`config.mk`:
```
export PLATFORM = sky130hd
export DESIGN_NAME = obd_top
export DESIGN_NICKNAME = d
export VERILOG_FILES = /design/src/hdl/obd_pkg.sv /design/src/hdl/obd_sfr_copy.sv /design/src/hdl/obd_top.sv
export SDC_FILE = /design/constraint.sdc
export NUM_CORES = 1
export LEC_CHECK = 0
export ABC_AREA = 0
export ABC_CLOCK_PERIOD_IN_PS = 2110
export BUFFER_PORTS_ARGS = -buffer_cell sky130_fd_sc_hd__buf_2
export CAP_MARGIN = 0
export CORE_ASPECT_RATIO = 0.7
export CORE_MARGIN = 5
export CORE_UTILIZATION = 43
export CTS_CLUSTER_DIAMETER = 100
export DETAILED_ROUTE_END_ITERATION = 8
export PLACE_DENSITY_LB_ADDON = 0.2
export SLEW_MARGIN = 20
export SYNTH_ARGS = -nofsm -noshare
export SYNTH_HDL_FRONTEND = slang
export SYNTH_SLANG_ARGS = --single-unit
```
`constraint.sdc`:
```
create_clock -name core_clk -period 2.11 [get_ports core_clk]
set_input_delay 0.1055 -clock core_clk [delete_from_list [all_inputs] [get_ports core_clk]]
set_output_delay 0.1055 -clock core_clk [all_outputs]
set_load 0.01 [all_outputs]
```
`src/hdl/obd_pkg.sv`:
```
package obd_pkg;
	// Option byte layout
	localparam logic [7:0] OBD_OPT_ERASED = 8'hff;
	localparam int OBD_BSZ_LSB = 0;
	localparam int OBD_BSZ_W = 3;
	localparam int OBD_BO_EN_BIT = 7;
	localparam int OBD_BO_THR_LSB = 4;
	localparam int OBD_BO_THR_W = 2;
	localparam int OBD_BO_BLK_BIT = 3;
	localparam int OBD_BO_RST_BIT = 2;
	localparam int OBD_WD_LSB = 4;
	localparam int OBD_WD_W = 4;
	// Copy widths and reset values
	localparam int OBD_BO_CPY_W = 5;
	localparam logic [2:0] OBD_BSZ_RST = 3'h7;
	localparam logic [4:0] OBD_BO_CPY_RST = 5'h1f;
	localparam logic [3:0] OBD_WD_RST = 4'hf;
	localparam logic [0:0] OBD_POR_PEND_RST = 1'h1;
	// Boot size codes and region sizes in kilobytes
	localparam logic [2:0] OBD_BSZ_NONE = 3'h7;
	localparam logic [2:0] OBD_BSZ_1K = 3'h6;
	localparam logic [2:0] OBD_BSZ_2K = 3'h5;
	localparam logic [2:0] OBD_BSZ_3K = 3'h4;
	localparam logic [4:0] OBD_FLASH_KB = 5'h12;
	localparam logic [2:0] OBD_BOOT_KB_0 = 3'h0;
	localparam logic [2:0] OBD_BOOT_KB_1 = 3'h1;
	localparam logic [2:0] OBD_BOOT_KB_2 = 3'h2;
	localparam logic [2:0] OBD_BOOT_KB_3 = 3'h3;
	localparam logic [2:0] OBD_BOOT_KB_4 = 3'h4;
	// Watchdog start-up codes
	localparam logic [3:0] OBD_WD_OFF = 4'hf;
	localparam logic [3:0] OBD_WD_STOP_IDLE = 4'h5;
	// Sequencer states
	typedef enum logic [1:0] {
		OBD_LOAD = 2'b01,
		OBD_RUN = 2'b10
	} obd_state_e;
endpackage

```
`src/hdl/obd_sfr_copy.sv`:
```
`timescale 1ns/10ps
`default_nettype none
// Software-visible copy of option bits
module obd_sfr_copy #(
	parameter int W = 1,
	parameter logic [W-1:0] RST = '0
) (
	input wire logic core_clk,
	input wire logic rst_n,
	input wire logic load,
	input wire logic [W-1:0] load_data,
	input wire logic wr,
	input wire logic [W-1:0] wr_data,
	output logic [W-1:0] q
);
	typedef struct packed {
		logic [W-1:0] val;
	} obd_cpy_s;

	obd_cpy_s cpy_q;
	obd_cpy_s cpy_d;

	// Reload beats a software write
	always_comb begin
		cpy_d = cpy_q;
		if (load) begin
			cpy_d.val = load_data;
		end else if (wr) begin
			cpy_d.val = wr_data;
		end
	end

	// Copy register
	always_ff @(posedge core_clk or negedge rst_n) begin
		if (!rst_n) begin
			cpy_q.val <= RST;
		end else begin
			cpy_q <= cpy_d;
		end
	end

	assign q = cpy_q.val;
endmodule
`default_nettype wire

```
`src/hdl/obd_top.sv`:
```
`timescale 1ns/10ps
`default_nettype none
module obd_top
	import obd_pkg::*;
(
	input wire logic core_clk,
	input wire logic arst_n,
	input wire logic por_rst_n,
	input wire logic nv_valid,
	input wire logic nv_erased,
	input wire logic [7:0] nv_boot_opt,
	input wire logic [7:0] nv_bo_opt,
	input wire logic [7:0] nv_wd_opt,
	input wire logic [7:0] sfr_wdata,
	input wire logic sfr_wr_boot,
	input wire logic sfr_wr_bo,
	input wire logic sfr_wr_wd,
	input wire logic brownout_pin,
	input wire logic core_idle,
	input wire logic iap_req,
	output logic cfg_ok,
	output logic [7:0] sfr_boot_rdata,
	output logic [7:0] sfr_bo_rdata,
	output logic [7:0] sfr_wd_rdata,
	output logic [2:0] boot_region_size,
	output logic [2:0] boot_region_kb,
	output logic [4:0] app_region_kb,
	output logic brownout_detect_on,
	output logic [1:0] brownout_threshold_select,
	output logic brownout_blocks_flash_write,
	output logic brownout_reset_on,
	output logic [3:0] watchdog_startup_mode,
	output logic wdt_reset_on,
	output logic wdt_stop_in_idle,
	output logic wdt_general_timer,
	output logic wdt_count_en,
	output logic brownout_reset_req,
	output logic flash_write_ok,
	output logic iap_grant,
	output logic iap_refused
);
	typedef struct packed {
		obd_state_e state;
		logic bo_meta;
		logic bo_sync;
		logic [2:0] boot_kb;
		logic [4:0] app_kb;
		logic wd_rst;
		logic wd_stop;
		logic wd_gp;
		logic wd_cnt;
		logic bo_rst_req;
		logic flash_ok;
		logic grant;
		logic refused;
	} obd_st_s;

	obd_st_s st_q;
	obd_st_s st_d;

	// Option bytes after the blank check
	logic [7:0] boot_opt;
	logic [7:0] bo_opt;
	logic [7:0] wd_opt;

	// Load strobes and copy outputs
	logic load_any;
	logic load_por;
	logic [0:0] por_pend;
	logic [2:0] bsz_cpy;
	logic [4:0] bo_cpy;
	logic [3:0] wd_cpy;

	// Brown-out fields in copy order
	logic [4:0] bo_new;
	logic [4:0] bo_wr;
	logic sw_ok;

	// erased storage
	// Blank storage presents all ones
	assign boot_opt = nv_erased ? OBD_OPT_ERASED : nv_boot_opt;
	assign bo_opt = nv_erased ? OBD_OPT_ERASED : nv_bo_opt;
	assign wd_opt = nv_erased ? OBD_OPT_ERASED : nv_wd_opt;

	// reserved bits dropped
	// Only defined fields enter the copies
	assign bo_new = {
		bo_opt[OBD_BO_EN_BIT],
		bo_opt[OBD_BO_THR_LSB +: OBD_BO_THR_W],
		bo_opt[OBD_BO_BLK_BIT],
		bo_opt[OBD_BO_RST_BIT]
	};
	assign bo_wr = {
		sfr_wdata[OBD_BO_EN_BIT],
		sfr_wdata[OBD_BO_THR_LSB +: OBD_BO_THR_W],
		sfr_wdata[OBD_BO_BLK_BIT],
		sfr_wdata[OBD_BO_RST_BIT]
	};

	// reload after reset
	// One load pulse once storage is readable
	assign load_any = (st_q.state == OBD_LOAD) && nv_valid;
	assign load_por = load_any && por_pend[0];
	// Writes wait until the copies hold options
	assign sw_ok = (st_q.state == OBD_RUN);

	// Marks a pending power-on reload
	obd_sfr_copy #(
		.W(1),
		.RST(OBD_POR_PEND_RST)
	) u_por_pend (
		.core_clk(core_clk),
		.rst_n(por_rst_n),
		.load(load_any),
		.load_data(1'b0),
		.wr(1'b0),
		.wr_data(1'b0),
		.q(por_pend)
	);

	// Boot size copy, any reset
	obd_sfr_copy #(
		.W(OBD_BSZ_W),
		.RST(OBD_BSZ_RST)
	) u_bsz (
		.core_clk(core_clk),
		.rst_n(arst_n),
		.load(load_any),
		.load_data(boot_opt[OBD_BSZ_LSB +: OBD_BSZ_W]),
		.wr(sfr_wr_boot && sw_ok),
		.wr_data(sfr_wdata[OBD_BSZ_LSB +: OBD_BSZ_W]),
		.q(bsz_cpy)
	);

	// Brown-out copy, power-on reset only
	obd_sfr_copy #(
		.W(OBD_BO_CPY_W),
		.RST(OBD_BO_CPY_RST)
	) u_bo (
		.core_clk(core_clk),
		.rst_n(por_rst_n),
		.load(load_por),
		.load_data(bo_new),
		.wr(sfr_wr_bo && sw_ok),
		.wr_data(bo_wr),
		.q(bo_cpy)
	);

	// Watchdog copy, any reset
	obd_sfr_copy #(
		.W(OBD_WD_W),
		.RST(OBD_WD_RST)
	) u_wd (
		.core_clk(core_clk),
		.rst_n(arst_n),
		.load(load_any),
		.load_data(wd_opt[OBD_WD_LSB +: OBD_WD_W]),
		.wr(sfr_wr_wd && sw_ok),
		.wr_data(sfr_wdata[OBD_WD_LSB +: OBD_WD_W]),
		.q(wd_cpy)
	);

	// Field views of the copies
	assign boot_region_size = bsz_cpy;
	assign brownout_detect_on = bo_cpy[4];
	assign brownout_threshold_select = bo_cpy[3:2];
	assign brownout_blocks_flash_write = bo_cpy[1];
	assign brownout_reset_on = bo_cpy[0];
	assign watchdog_startup_mode = wd_cpy;

	// Read back, reserved bits as ones
	always_comb begin
		// Boot size byte
		sfr_boot_rdata = OBD_OPT_ERASED;
		sfr_boot_rdata[OBD_BSZ_LSB +: OBD_BSZ_W] = bsz_cpy;

		// Brown-out byte
		sfr_bo_rdata = OBD_OPT_ERASED;
		sfr_bo_rdata[OBD_BO_EN_BIT] = bo_cpy[4];
		sfr_bo_rdata[OBD_BO_THR_LSB +: OBD_BO_THR_W] = bo_cpy[3:2];
		sfr_bo_rdata[OBD_BO_BLK_BIT] = bo_cpy[1];
		sfr_bo_rdata[OBD_BO_RST_BIT] = bo_cpy[0];

		// Watchdog byte
		sfr_wd_rdata = OBD_OPT_ERASED;
		sfr_wd_rdata[OBD_WD_LSB +: OBD_WD_W] = wd_cpy;
	end

	// Next-state logic
	always_comb begin
		st_d = st_q;
		// Brown-out level through two flops
		st_d.bo_meta = brownout_pin;
		st_d.bo_sync = st_q.bo_meta;

		case (st_q.state)
			OBD_LOAD: begin
				if (nv_valid) begin
					st_d.state = OBD_RUN;
				end
			end
			OBD_RUN: begin
				st_d.state = OBD_RUN;
			end
			default: begin
				st_d.state = OBD_LOAD;
			end
		endcase

		case (bsz_cpy)
			OBD_BSZ_NONE: st_d.boot_kb = OBD_BOOT_KB_0;
			OBD_BSZ_1K: st_d.boot_kb = OBD_BOOT_KB_1;
			OBD_BSZ_2K: st_d.boot_kb = OBD_BOOT_KB_2;
			OBD_BSZ_3K: st_d.boot_kb = OBD_BOOT_KB_3;
			default: st_d.boot_kb = OBD_BOOT_KB_4;
		endcase
		st_d.app_kb = OBD_FLASH_KB - {2'h0, st_d.boot_kb};

		st_d.wd_gp = (wd_cpy == OBD_WD_OFF);
		st_d.wd_rst = (wd_cpy != OBD_WD_OFF);
		st_d.wd_stop = (wd_cpy == OBD_WD_STOP_IDLE);
		st_d.wd_cnt = !(st_d.wd_stop && core_idle);

		st_d.bo_rst_req = bo_cpy[4] && bo_cpy[0]
			&& st_q.bo_sync;
		st_d.flash_ok = !(bo_cpy[4] && bo_cpy[1]
			&& st_q.bo_sync);

		// One-cycle answer to a flash request
		st_d.grant = iap_req && sw_ok && st_d.flash_ok;
		st_d.refused = iap_req && !(sw_ok && st_d.flash_ok);
	end

	// State register
	always_ff @(posedge core_clk or negedge arst_n) begin
		if (!arst_n) begin
			st_q.state <= OBD_LOAD;
			st_q.bo_meta <= 1'b0;
			st_q.bo_sync <= 1'b0;
			// Decodes match the reset copies
			st_q.boot_kb <= OBD_BOOT_KB_0;
			st_q.app_kb <= OBD_FLASH_KB;
			st_q.wd_rst <= 1'b0;
			st_q.wd_stop <= 1'b0;
			st_q.wd_gp <= 1'b1;
			st_q.wd_cnt <= 1'b1;
			// No brown-out effect, no answer
			st_q.bo_rst_req <= 1'b0;
			st_q.flash_ok <= 1'b1;
			st_q.grant <= 1'b0;
			st_q.refused <= 1'b0;
		end else begin
			st_q <= st_d;
		end
	end

	// Registered outputs, load state
	assign cfg_ok = (st_q.state == OBD_RUN);

	// Decoded region sizes
	assign boot_region_kb = st_q.boot_kb;
	assign app_region_kb = st_q.app_kb;

	// Watchdog start-up decode
	assign wdt_reset_on = st_q.wd_rst;
	assign wdt_stop_in_idle = st_q.wd_stop;
	assign wdt_general_timer = st_q.wd_gp;
	assign wdt_count_en = st_q.wd_cnt;

	// Brown-out effects
	assign brownout_reset_req = st_q.bo_rst_req;
	assign flash_write_ok = st_q.flash_ok;

	// Flash request answer
	assign iap_grant = st_q.grant;
	assign iap_refused = st_q.refused;
endmodule
`default_nettype wire

```
==> results.cfg <==
[status]
status = completed

[yosys]
async_flop_share_pct = 100
synthAdderAreaFrac_pct = 1.67
yosysSeqAreaShare_pct = 53.2
synthesis.instances = 141
synth_simple_gate_area_share_pct = 13.5
post-synth-top-area-cell = dfstp_2
synthMuxAreaShare_pct = 6.66
syn_area_um2 = 1500
synth_compound_area_share_pct = 5.83
synth_top_family_by_area = buffers and inverters
yosysTopAreaCellShare_pct = 33.2
synth_flop_cell = dfstp_2
syn_area_per_cell_um2 = 10.7
synth_seq_cells = 31
synth_top_cells_by_area = dfstp_2 33%, dfrtp_1 20%, buf_4 16%
ys_types = 24
synth_warnings = 0
synth_edf_count = 0
synthXorXnorAreaFrac_pct = 0.583

[critical_path]
critPathTopFamily = flip-flops
r2r_start = st_q[18]
worstSetupPathType = flop to flop
cp-end-kind = flop
max_stage_delay_ns = 0.53
cp-start-kind = flop
cp_max_fo = 8
reg2reg_slack_ns = 0.55
worstPathRequired_ns = 2.31
crit_arrival_ns = 1.75
cp_slowest_cell = dfstp_2
crit_buf_inv = 0
r2r_end = u_wd.q[3]
r2r_cells = 4
path_cells = ha_1 > and2_1 > nor2_1 > o31ai_1

[placement]
dp_cells = 240
port_buffers = 71
place_hpwl_mm = 2.58
placed_area_um2 = 1710
gp_congestion = 0.747

[timing]
finalMaxSlewViolations = 0
setup_tns_ns = 0
timing.final.crit_period_ns = 1.56
fmax_ghz = 0.642
fin_worst_skew_ns = 0.00594
rsz0062_at_grt = no
slew_headroom_pct = 63.2
setup-violations-final = 0
fin_crit_sh_pct = 73.8
hold_viol_final = 0
worst_slew_pin_slew_ns = 0.551

[cts]
clock_path_buffers = 2
h-tree-depth = 2
ctsResizeCount = 0
clkTransAtPathRegs_ns = 0.07
postCtsSetupBuffers = 0
clk_latency_ns = 0.29
root_buffer = clkbuf_8
cts_tree = yes
cts_buffers = 5
clock-sinks = 31

[global_routing]
grt_util_all_layers_pct = 15.0
grt_overflow = 0
grt_max_degree = 26
grt_pass1_vias = 1158
antenna_found_initial = 0
grt_pass1_wl_mm = 5.22

[final_layout]
area_growth_pct = 22.7
layout_commonest_cell = buf_2
fin_cells = 252
n_antenna_cell = 0
drive_gt1_share_pct = 49.0
final_area_um2 = 1840
nNetsFinal = 246
layout_common_cells = 71 x buf_2, 19 x dfstp_2, 16 x nor2_1

[worst_hold_path]
min_from = nv_bo_opt[3]
worstHoldPathCells = 3
hp-class = input port to flop
holdPathEnd = u_bo.q[1]

[floorplan]
die_area_um2 = 4800
die_y_um = 59.5
die_w_um = 80.7
core-area_um2 = 3450
io_pins = 96
row_count = 18
start_util_pct = 43.6

[power]
irDropWorstVdd_uv = 417
power.total_mw = 1.39
powerDensity_nw_per_um2 = 752
leakage_nw = 0.984

[route]
vias = 1143
finalWirelength_mm = 3.36
route.detailed.drc = 0
first_iter_violations = 27
drtAntennaViolNets = 0
routedWlPerCell_um = 13.3
routed_via_density = 4.54
firstDrtPassIters = 4

[run]
cap_viol_max_count = 0
synthesized netlist by cell type, types with 2 or more instances:
library cell,instances
a22oi_1,2
and2_1,2
and3_1,2
buf_4,32
dfrtp_1,12
dfstp_2,19
ha_1,2
inv_1,5
mux2i_1,10
nand2_1,13
nor2_1,16
nor3_1,8
o31ai_1,7
flip-flops by register name, indices dropped and copies added, names as in the netlist:
register	flops
app_region_kb	4
flash_write_ok	1
brownout_reset_req	1
wdt_stop_in_idle	1
iap_grant	1
wdt_reset_on	1
u_bsz.q	3
wdt_general_timer	1
st_d	1
u_bo.q	5
st_q	3
boot_region_kb	2
u_por_pend.q	1
iap_refused	1
u_wd.q	4
wdt_count_en	1
worst max path at each step:
stage / to / depth (start not counted) / startpoint / slack, ns
5_1_grt: u_wd.q[3] / 4 / st_q[18] / 0.40
3_3_place_gp: u_wd.q[3] / 4 / st_q[18] / 0.60
2_1_floorplan: u_wd.q[0] / 5 / st_q[18] / 0.61
6_report: u_wd.q[3] / 4 / st_q[18] / 0.55
4_1_cts: u_wd.q[3] / 4 / st_q[18] / 0.55
3_5_place_dp: u_wd.q[3] / 4 / st_q[18] / 0.57
layer usage:
metal	share of wire [%]	wire length [µm]	up-vias	global-route usage (%)
li1	-	-	541	-
met1	42	1410	537	17.2
met2	46	1540	56	23.7
met3	10	342	9	6.23
met4	2.2	73	0	8.43
met5	0	0	-	0
power breakdown:
group,internal [mW],leakage (nW),total [mW],switching [mW]
clock,0.263,0.0482,0.481,0.218
combinational,0.0946,0.596,0.216,0.122
sequential,0.658,0.340,0.690,0.0320
total,1.02,0.984,1.39,0.372
per-stage QoR:
stage	util, %	setup WS [ns]	hold WS, ns
global placement	49.7	0.601	0.117
floorplan	-	0.615	-0.190
CTS	53.5	0.552	0.0495
global route	53.5	0.401	0.0637
detailed placement	49.7	0.570	0.134
finish	53.5	0.553	0.0574
kinds of logic after synthesis:
| family | count (synthesis) |
|---|---|
| and+or+nand+nor | 45 |
| AOI/OAI and AO/OA | 12 |
| adders and majority gates | 2 |
| DFF | 31 |
| buffers and inverters | 39 |
| muxes | 10 |
| xor gates and xnor gates | 1 |
| other | 1 |
repair_timing:
action,4_1_cts,5_1_grt
hold endpoints to repair,20,0
setup endpoints to repair,0,0
hold buffers,4,0
layout make-up:
| cell class | count | area [µm²] |
|---|---|---|
| Clock buffer | 7 | 86.3 |
| Clock inverter | 1 | 5.00 |
| Fill cell | 325 | 1600 |
| Inverter | 5 | 18.8 |
| Multi-Input combinational cell | 82 | 469 |
| Sequential cell | 31 | 800 |
| Tap cell | 50 | 62.6 |
| Timing Repair Buffer | 76 | 403 |
worst register-to-register path, cell delays in order (launching register included):
cell and delay [ns]:
dfstp_2 0.53, ha_1 0.23, and2_1 0.39, nor2_1 0.08, o31ai_1 0.24
(Power assumes the default switching activity.)
